--- config.mk ---
export PLATFORM = sky130hd
export DESIGN_NAME = ibm_ctrl
export DESIGN_NICKNAME = d
export VERILOG_FILES = /design/src/ibm_pkg.sv /design/src/ibm_ctrl.sv
export VERILOG_INCLUDE_DIRS = /design/src
export SDC_FILE = /design/constraint.sdc
export NUM_CORES = 1
export LEC_CHECK = 0
export ABC_AREA = 1
export BUFFER_PORTS_ARGS = -buffer_cell sky130_fd_sc_hd__buf_2
export CAP_MARGIN = 20
export CORE_MARGIN = 3
export CORE_UTILIZATION = 58
export CTS_CLUSTER_DIAMETER = 200
export DETAILED_ROUTE_END_ITERATION = 7
export PLACE_DENSITY = 0.85
export SLEW_MARGIN = 20
export SYNTH_ARGS = -nofsm -noshare
export SYNTH_HDL_FRONTEND = slang
export SYNTH_SLANG_ARGS = --single-unit
--- constraint.sdc ---
create_clock -name i_core_clk -period 13.9 [get_ports i_core_clk]
set_input_delay 1.39 -clock i_core_clk [delete_from_list [all_inputs] [get_ports i_core_clk]]
set_output_delay 1.39 -clock i_core_clk [all_outputs]
set_load 0.05 [all_outputs]
--- src/ibm_regs.svh ---
/*
 * register offsets, field positions, reset values for the ide bus-master
 * control block. assumes inclusion by bare name from ibm_ctrl only.
 */
// Functional notes
// - a zero-to-one write of the start bit begins bus-master operation.
// - data moves between drive and memory only while start is one.
// - writing start to zero halts and drops all transfer state.
// - clearing start mid-transfer aborts and may drop buffered drive data.
// - each channel has a status register, at 02h and at 0ah.
// - status bit 7 is read-only and tells whether only one channel may run.
// - status bit 6 is a stored read/write drive 1 dma-capable flag.
// - status bit 5 is a stored read/write drive 0 dma-capable flag.
// - command bit 3 picks direction, zero read and one write.
// - active sets on start and clears at end of table or on stop.
// - interrupt sets on a rising drive interrupt, clears on write of one.
// - error sets on a failed memory transfer, clears on write of one.
`ifndef IBM_REGS_SVH
`define IBM_REGS_SVH

////////////////////////////////////////////////////////////////////////////
// offsets within one channel, channel stride
`define IBM_CMD_OFS     3'h0
`define IBM_STS_OFS     3'h2
`define IBM_CH_BIT      3

////////////////////////////////////////////////////////////////////////////
// command fields
`define IBM_CMD_START   0
`define IBM_CMD_DIR     3

// status fields
`define IBM_STS_ACTIVE  0
`define IBM_STS_ERR     1
`define IBM_STS_INTR    2
`define IBM_STS_D0CAP   5
`define IBM_STS_D1CAP   6
`define IBM_STS_SIMPLEX 7

// reset values
`define IBM_CMD_RST     8'h00
`define IBM_STS_RST     8'h00

`endif

--- src/ibm_pkg.sv ---
/*
 * types shared by the ide bus-master control block.
 * assumes nothing of its surroundings.
 */
package ibm_pkg;

   // one word of the drive-to-memory stream
   typedef struct packed {
      logic [31:0] data;
      logic        last;
   } ibm_word_s;

   // channel engine state, one-hot
   typedef enum logic [1:0] {
      IBM_IDLE = 2'b01,
      IBM_RUN  = 2'b10
   } ibm_chan_e;

endpackage : ibm_pkg

--- src/ibm_ctrl.sv ---
/*
 * two-channel ide bus-master command/status logic with a two-entry stream
 * buffer per channel. assumes an 8-bit i/o register port decoded to the
 * 16-byte bus-master window, and inputs synchronous to i_core_clk.
 */
`timescale 1ns/1ps
`include "ibm_regs.svh"

module ibm_ctrl #(
   parameter int          NCH     = 2,
   parameter logic        SIMPLEX = 1'b0
) (
   input  wire logic                     i_core_clk,
   input  wire logic                     i_resetn,
   input  wire logic                     i_ce,
   input  wire logic [3:0]               i_addr,
   input  wire logic                     i_wr,
   input  wire logic                     i_rd,
   input  wire logic [7:0]               i_wdata,
   output      logic [7:0]               o_rdata,
   input  wire logic [NCH-1:0]           i_drv_irq,
   input  wire logic [NCH-1:0]           i_xfer_err,
   input  wire logic [NCH-1:0]           i_eot_done,
   output      logic [NCH-1:0]           o_start,
   output      logic [NCH-1:0]           o_dir,
   output      logic [NCH-1:0]           o_active,
   input  wire logic [NCH-1:0]           i_src_valid,
   input  wire ibm_pkg::ibm_word_s [NCH-1:0] i_src_word,
   output      logic [NCH-1:0]           o_src_ready,
   output      logic [NCH-1:0]           o_snk_valid,
   output      ibm_pkg::ibm_word_s [NCH-1:0] o_snk_word,
   input  wire logic [NCH-1:0]           i_snk_ready
);
   import ibm_pkg::*;

   ////////////////////////////////////////////////////////////////////////
   // reset release through two flops
   logic rst_meta_n;
   logic rst_n;

   always_ff @(posedge i_core_clk or negedge i_resetn) begin
      if (!i_resetn) begin
         rst_meta_n <= 1'b0;
         rst_n      <= 1'b0;
      end else begin
         rst_meta_n <= 1'b1;
         rst_n      <= rst_meta_n;
      end
   end

   ////////////////////////////////////////////////////////////////////////
   // address decode, shared by both channels
   wire [2:0] reg_ofs = i_addr[2:0];
   wire       ch_sel  = i_addr[`IBM_CH_BIT];
   wire       hit_cmd = (reg_ofs == `IBM_CMD_OFS);
   wire       hit_sts = (reg_ofs == `IBM_STS_OFS);

   logic [7:0] cmd_byte [NCH];
   logic [7:0] sts_byte [NCH];

   // unmapped offsets read as zero
   wire [7:0] rd_sel = hit_cmd ? cmd_byte[ch_sel] :
                       hit_sts ? sts_byte[ch_sel] : 8'h00;

   always_ff @(posedge i_core_clk or negedge rst_n) begin
      if (!rst_n) begin
         o_rdata <= 8'h00;
      end else if (i_ce && i_rd) begin
         o_rdata <= rd_sel;
      end
   end

   ////////////////////////////////////////////////////////////////////////
   // per-channel engine
   genvar c;
   generate
      for (c = 0; c < NCH; c++) begin : g_ch
         ibm_chan_e state;
         ibm_chan_e next_state;
         logic      start;
         logic      dir;
         logic      intr;
         logic      err;
         logic      d0cap;
         logic      d1cap;
         logic      irq_prev;
         logic [1:0] cnt;
         logic [1:0] next_cnt;
         ibm_word_s slot0;
         ibm_word_s slot1;

         wire sel     = (ch_sel == 1'(c));
         wire wr_cmd  = i_wr && sel && hit_cmd;
         wire wr_sts  = i_wr && sel && hit_sts;
         wire go      = wr_cmd && i_wdata[`IBM_CMD_START] && !start;
         wire stop    = wr_cmd && !i_wdata[`IBM_CMD_START];
         wire next_start = wr_cmd ? i_wdata[`IBM_CMD_START] : start;
         wire irq_rise = i_drv_irq[c] && !irq_prev;

         // stream moves only while start holds
         wire push = i_src_valid[c] && o_src_ready[c] && start;
         wire pop  = o_snk_valid[c] && i_snk_ready[c] && start;

         // command readback: start and direction, rest zero
         assign cmd_byte[c] = {4'h0, dir, 2'b00, start};
         // status byte assembly
         assign sts_byte[c] = {SIMPLEX, d1cap, d0cap, 2'b00, intr, err,
                               (state == IBM_RUN)};

         // engine: a stop discards everything, no resume
         always_comb begin
            next_state = state;
            unique case (state)
               IBM_IDLE: begin
                  if (go) next_state = IBM_RUN;
               end
               IBM_RUN: begin
                  if (stop || i_eot_done[c]) next_state = IBM_IDLE;
               end
               default: next_state = IBM_IDLE;
            endcase
         end

         // buffer fill count; a stop flushes unwritten drive data
         always_comb begin
            if (stop) begin
               next_cnt = 2'd0;
            end else begin
               next_cnt = cnt + {1'b0, push} - {1'b0, pop};
            end
         end

         // command bits, stored as written
         always_ff @(posedge i_core_clk or negedge rst_n) begin
            if (!rst_n) begin
               start <= 1'b0; // command resets to zero
               dir   <= 1'b0;
            end else if (i_ce && wr_cmd) begin
               start <= i_wdata[`IBM_CMD_START];
               dir   <= i_wdata[`IBM_CMD_DIR];
            end
         end

         // engine state
         always_ff @(posedge i_core_clk or negedge rst_n) begin
            if (!rst_n) begin
               state <= IBM_IDLE;
            end else if (i_ce) begin
               state <= next_state;
            end
         end

         // sticky flags: a new event beats a same-cycle clear
         always_ff @(posedge i_core_clk or negedge rst_n) begin
            if (!rst_n) begin
               intr     <= 1'b0;
               err      <= 1'b0;
               irq_prev <= 1'b0;
            end else if (i_ce) begin
               irq_prev <= i_drv_irq[c];
               if (irq_rise) intr <= 1'b1;
               else if (wr_sts && i_wdata[`IBM_STS_INTR]) intr <= 1'b0;
               if (i_xfer_err[c]) err <= 1'b1;
               else if (wr_sts && i_wdata[`IBM_STS_ERR]) err <= 1'b0;
            end
         end

         // drive capability flags, plain storage
         always_ff @(posedge i_core_clk or negedge rst_n) begin
            if (!rst_n) begin
               d0cap <= 1'b0;
               d1cap <= 1'b0;
            end else if (i_ce && wr_sts) begin
               d0cap <= i_wdata[`IBM_STS_D0CAP];
               d1cap <= i_wdata[`IBM_STS_D1CAP];
            end
         end

         // two-entry buffer; slot0 is always the head
         always_ff @(posedge i_core_clk or negedge rst_n) begin
            if (!rst_n) begin
               slot0 <= '0;
               slot1 <= '0;
            end else if (i_ce) begin
               if (pop) begin
                  slot0 <= (push && cnt == 2'd1) ? i_src_word[c] : slot1;
                  if (push && cnt == 2'd2) slot1 <= i_src_word[c];
               end else if (push) begin
                  if (cnt == 2'd0) slot0 <= i_src_word[c];
                  else slot1 <= i_src_word[c];
               end
            end
         end

         // registered handshake outputs; ready held low while stopped
         always_ff @(posedge i_core_clk or negedge rst_n) begin
            if (!rst_n) begin
               cnt            <= 2'd0;
               o_src_ready[c] <= 1'b0;
               o_snk_valid[c] <= 1'b0;
            end else if (i_ce) begin
               cnt            <= next_cnt;
               o_src_ready[c] <= next_start && (next_cnt != 2'd2);
               o_snk_valid[c] <= next_start && (next_cnt != 2'd0);
            end
         end

         // mirrored control outputs
         always_ff @(posedge i_core_clk or negedge rst_n) begin
            if (!rst_n) begin
               o_start[c]  <= 1'b0;
               o_dir[c]    <= 1'b0;
               o_active[c] <= 1'b0;
            end else if (i_ce) begin
               o_start[c]  <= next_start;
               o_dir[c]    <= wr_cmd ? i_wdata[`IBM_CMD_DIR] : dir;
               o_active[c] <= (next_state == IBM_RUN);
            end
         end

         assign o_snk_word[c] = slot0; // head slot is a flop
      end
   endgenerate

endmodule : ibm_ctrl

==> metrics.md <==
| Metric | Value |
|---|---|
| Die extent in y | `approximately 120 um` |
| Die X | `between 100 and 150 um` |
| Core Region | `0.0129 mm^2` |
| Number of synthesized flops with an enable pin | `0` |
| Sum of net half-perimeters after detailed placement | `roughly 12 mm` |
| CTS buffer count | `17` |
| Number of DRC markers in iteration 0 | `about 550` |
| Element type at the critical path end | `flop` |
| RSZ-0062 raised after global routing | `no` |
| Antenna Nets Post-Route | `0` |
| Total Neg Setup Slack | `0 ps` |
| Final core utilization | `between 70% and 80%` |
| Global route overflow | `0` |
| Post-Syn Instances | `between 900 and 1000` |
| Final WL | `about 19 mm` |
| DR WL/cell | `14.9 um` |
| Fmax achieved | `between 200 and 300 MHz` |
| Starting Density | `about three fifths` |
| Min Clock Period, post-route | `approximately 4000 ps` |
| Slew Limit Fails | `0` |
| Syn-to-layout area delta | `19.5%` |
| Final hold viol count | `0` |
| Wire length of the first global-routing pass | `between 20 and 30 mm` |
| Post-CTS sizing | `0` |
| DP Worst Slack | `roughly 9500 ps` |
| Post-CTS setup buffers | `0` |
| P_leak | `4.81 nW` |
| Initial antenna violation count | `1` |
| Grt met1 use | `between 30% and 40%` |
| Total global-route track usage | `around a quarter` |
| Yosys warns | `0` |
| Syn Area/Cell | `~8.5 um^2` |
| Rows | `41` |
| CTS tree | `done` |
| Vias in the first global route | `6166` |
| Buffers on Ports | `around 170` |
| Share of post-route cells with drive strength above 1 | `around a fifth` |
| Ys async rst share | `between 90% and 100%` |
| Final Cycle Share | `between 20% and 30%` |
| CP cell instances | `buf_2, nand3_2, ha_1, nor2_1, nand2_2, inv_2, o21ai_0, o21ai_0` |
| Post-CTS Hold Fix Bufs | `0` |
| Clock buffer depth | `2` |
| Data required, critical path | `approximately 14000 ps` |
| FF+latch count, synth | `~170` |
| Worst slew pin tran | `~830 ps` |
| Outcome | `completed` |
| Overall Power | `between 2 and 2.5 mW` |
| Maximum VDD drop | `roughly 150 uV` |
| Sequential area share after synthesis | `a little under three fifths` |
| Final setup vio count | `0` |
| Max Cap Viol | `0` |
| CP startpoint kind | `input pin` |
| Fin worst setup slack | `between 9000 and 10000 ps` |
| Post-DR vias/cell | `roughly 5.4` |
| Root Buffer | `clkbuf_16` |
| Worst-Skew Late Latency | `approximately 430 ps` |
| Layout Skew | `roughly 9 ps` |
| Clk sinks | `around 170` |
| Hold WC Path Type | `reg -> reg` |
| Headroom to the max-slew limit | `44.7%` |
| Ys flop type | `dfrtp_1` |
| Die ar. | `between 0.01 and 0.015 mm^2` |
| H-tree Lvls | `4` |
| Crit path max fanout | `37` |
| Most used cell, CP | `o21ai_0` |
| Crit Path Class | `in -> reg` |
| Worst reg-to-reg setup slack | `10490 ps` |
| Mapped cell area | `roughly 0.0078 mm^2` |
| Routability Congestion | `between 0.8 and 0.9` |
| Nets | `roughly 1200` |
| Io pins | `about 180` |
| Largest net degree at the start of global routing | `67` |
| Grt met3 use | `roughly 5.3%` |
| Clock transition at path regs | `about 60 ps` |
| Slowest-stage cell, CP | `nand3_2` |
| PD cells | `~240 mW/mm^2` |
| Post-synth cell types | `30` |
| Critical Path Max Stage Delay | `between 600 and 700 ps` |
| DRC viols | `0` |
| Met2 global-route usage | `between 40 and 50%` |
| Grt peak-use layer | `met2` |
| First drt pass iteration count | `5` |
| Vias | `around 6800` |
| CP Data Arrival Time | `between 4000 and 5000 ps` |
[critical path: cells and delay by family]
family / cells / cell delay [ps]
and+or+nand+nor: 3 / 1360
buffers and inverters: 2 / 690
AOI/OAI and AO/OA: 2 / 370
adders and majority gates: 1 / 480
[Yosys cell counts, drive strengths merged (3+ instances only)]
| library cell | number | area share (%) |
|---|---|---|
| nor3 | 68 | 4.7 |
| o21ai | 230 | 15 |
| xnor2 | 3 | 0.34 |
| a21oi | 3 | 0.19 |
| ha | 10 | 1.6 |
| nand3 | 18 | 1.4 |
| inv | 104 | 5.0 |
| mux2i | 4 | 0.52 |
| clkbuf | 26 | 1.3 |
| buf | 26 | 2.0 |
| nor2 | 22 | 1.1 |
| nand2 | 213 | 10 |
| nand3b | 3 | 0.29 |
| dfrtp | 170 | 55 |
[cells by family after synthesis]
group,synth area share [%]
AO/OA/AOI/OAI,15.6
XOR/XNOR,0.451
adder cells (fa/ha/maj),1.61
buffers and inverters,8.28
flip-flops,55.4
multiplexers,0.515
other,0.0967
AND/OR/NAND/NOR,18.0
[through the flow]
step	instances	hold slack [ps]	area [um^2]
2_1_floorplan	915	331	7770
3_3_place_gp	1215	332	8670
3_5_place_dp	1215	337	8670
4_1_cts	1247	351	9270
5_1_grt	1248	359	9280
6_report	1248	356	9280
[layout make-up]
type	instances	area, um^2
inverter	104	390
timing repair buffer	180	921
tap	172	215
clock inverter	14	166
sequential	172	4310
multi-input combinational	587	2840
fill	1010	3590
clock buffer	18	439
antenna	1	2.50
[path summary, 6_finish.rpt]
path                                  endpoint  cells after the start           start
worst max register to register  o_snk_word[36]                      7   g_ch[1].start
worst min-delay path                     rst_n                      0      rst_meta_n
max in group asynchronous       o_src_ready[1]                      1           rst_n
min in group asynchronous       o_snk_word[63]                      0           rst_n
worst max-delay path            o_snk_word[36]                      8  i_snk_ready[1]
worst min register to register           rst_n                      0      rst_meta_n
[cell usage in the layout (no fill, tap or decap), types with 2 or more instances in the layout]
cell type,n
nand3b_1,3
nor2_1,21
inv_6,3
xnor2_1,3
a21oi_1,3
conb_1,3
clkinvlp_4,4
nand3_2,4
buf_4,8
dfstp_2,2
nor3_4,2
dfrtp_1,169
clkbuf_16,17
buf_2,172
clkinv_2,4
bufinv_16,3
ha_1,10
o21ai_0,131
inv_2,3
nand4_1,2
nor3_1,66
inv_1,101
nand2_1,212
o21ai_1,99
o21bai_1,2
nand3_1,13
mux2i_1,4
[state kept, by name, summed over array words and instances (netlist names)]
register and count:
g_ch.state 4, rst_n 1, o_active 2, g_ch.start 2
g_ch.dir 2, g_ch.d1cap 2, g_ch.slot1 66, rst_meta_n 1
o_snk_word 66, g_ch.cnt 4, o_start 2, o_src_ready 2
o_snk_valid 2, g_ch.d0cap 2, o_dir 2, o_rdata 6
g_ch.err 2, g_ch.intr 2, g_ch.irq_prev 2
[per-layer routing]
| metal | vias to the layer above | part of all wire, % |
|---|---|---|
| met2 | 242 | 49 |
| met5 | - | 0 |
| met4 | 0 | 1.9 |
| li1 | 3270 | - |
| met1 | 3208 | 43 |
| met3 | 36 | 6.3 |
[report_power, final]
group          leakage, nW  total [mW]  switching (mW)  internal (mW)
logic                 2.38       0.897           0.665          0.232
registers             2.14       0.823           0.122          0.701
clock network        0.289       0.485           0.197          0.288
total                 4.81        2.20           0.984           1.22
(Power assumes the default switching activity.)
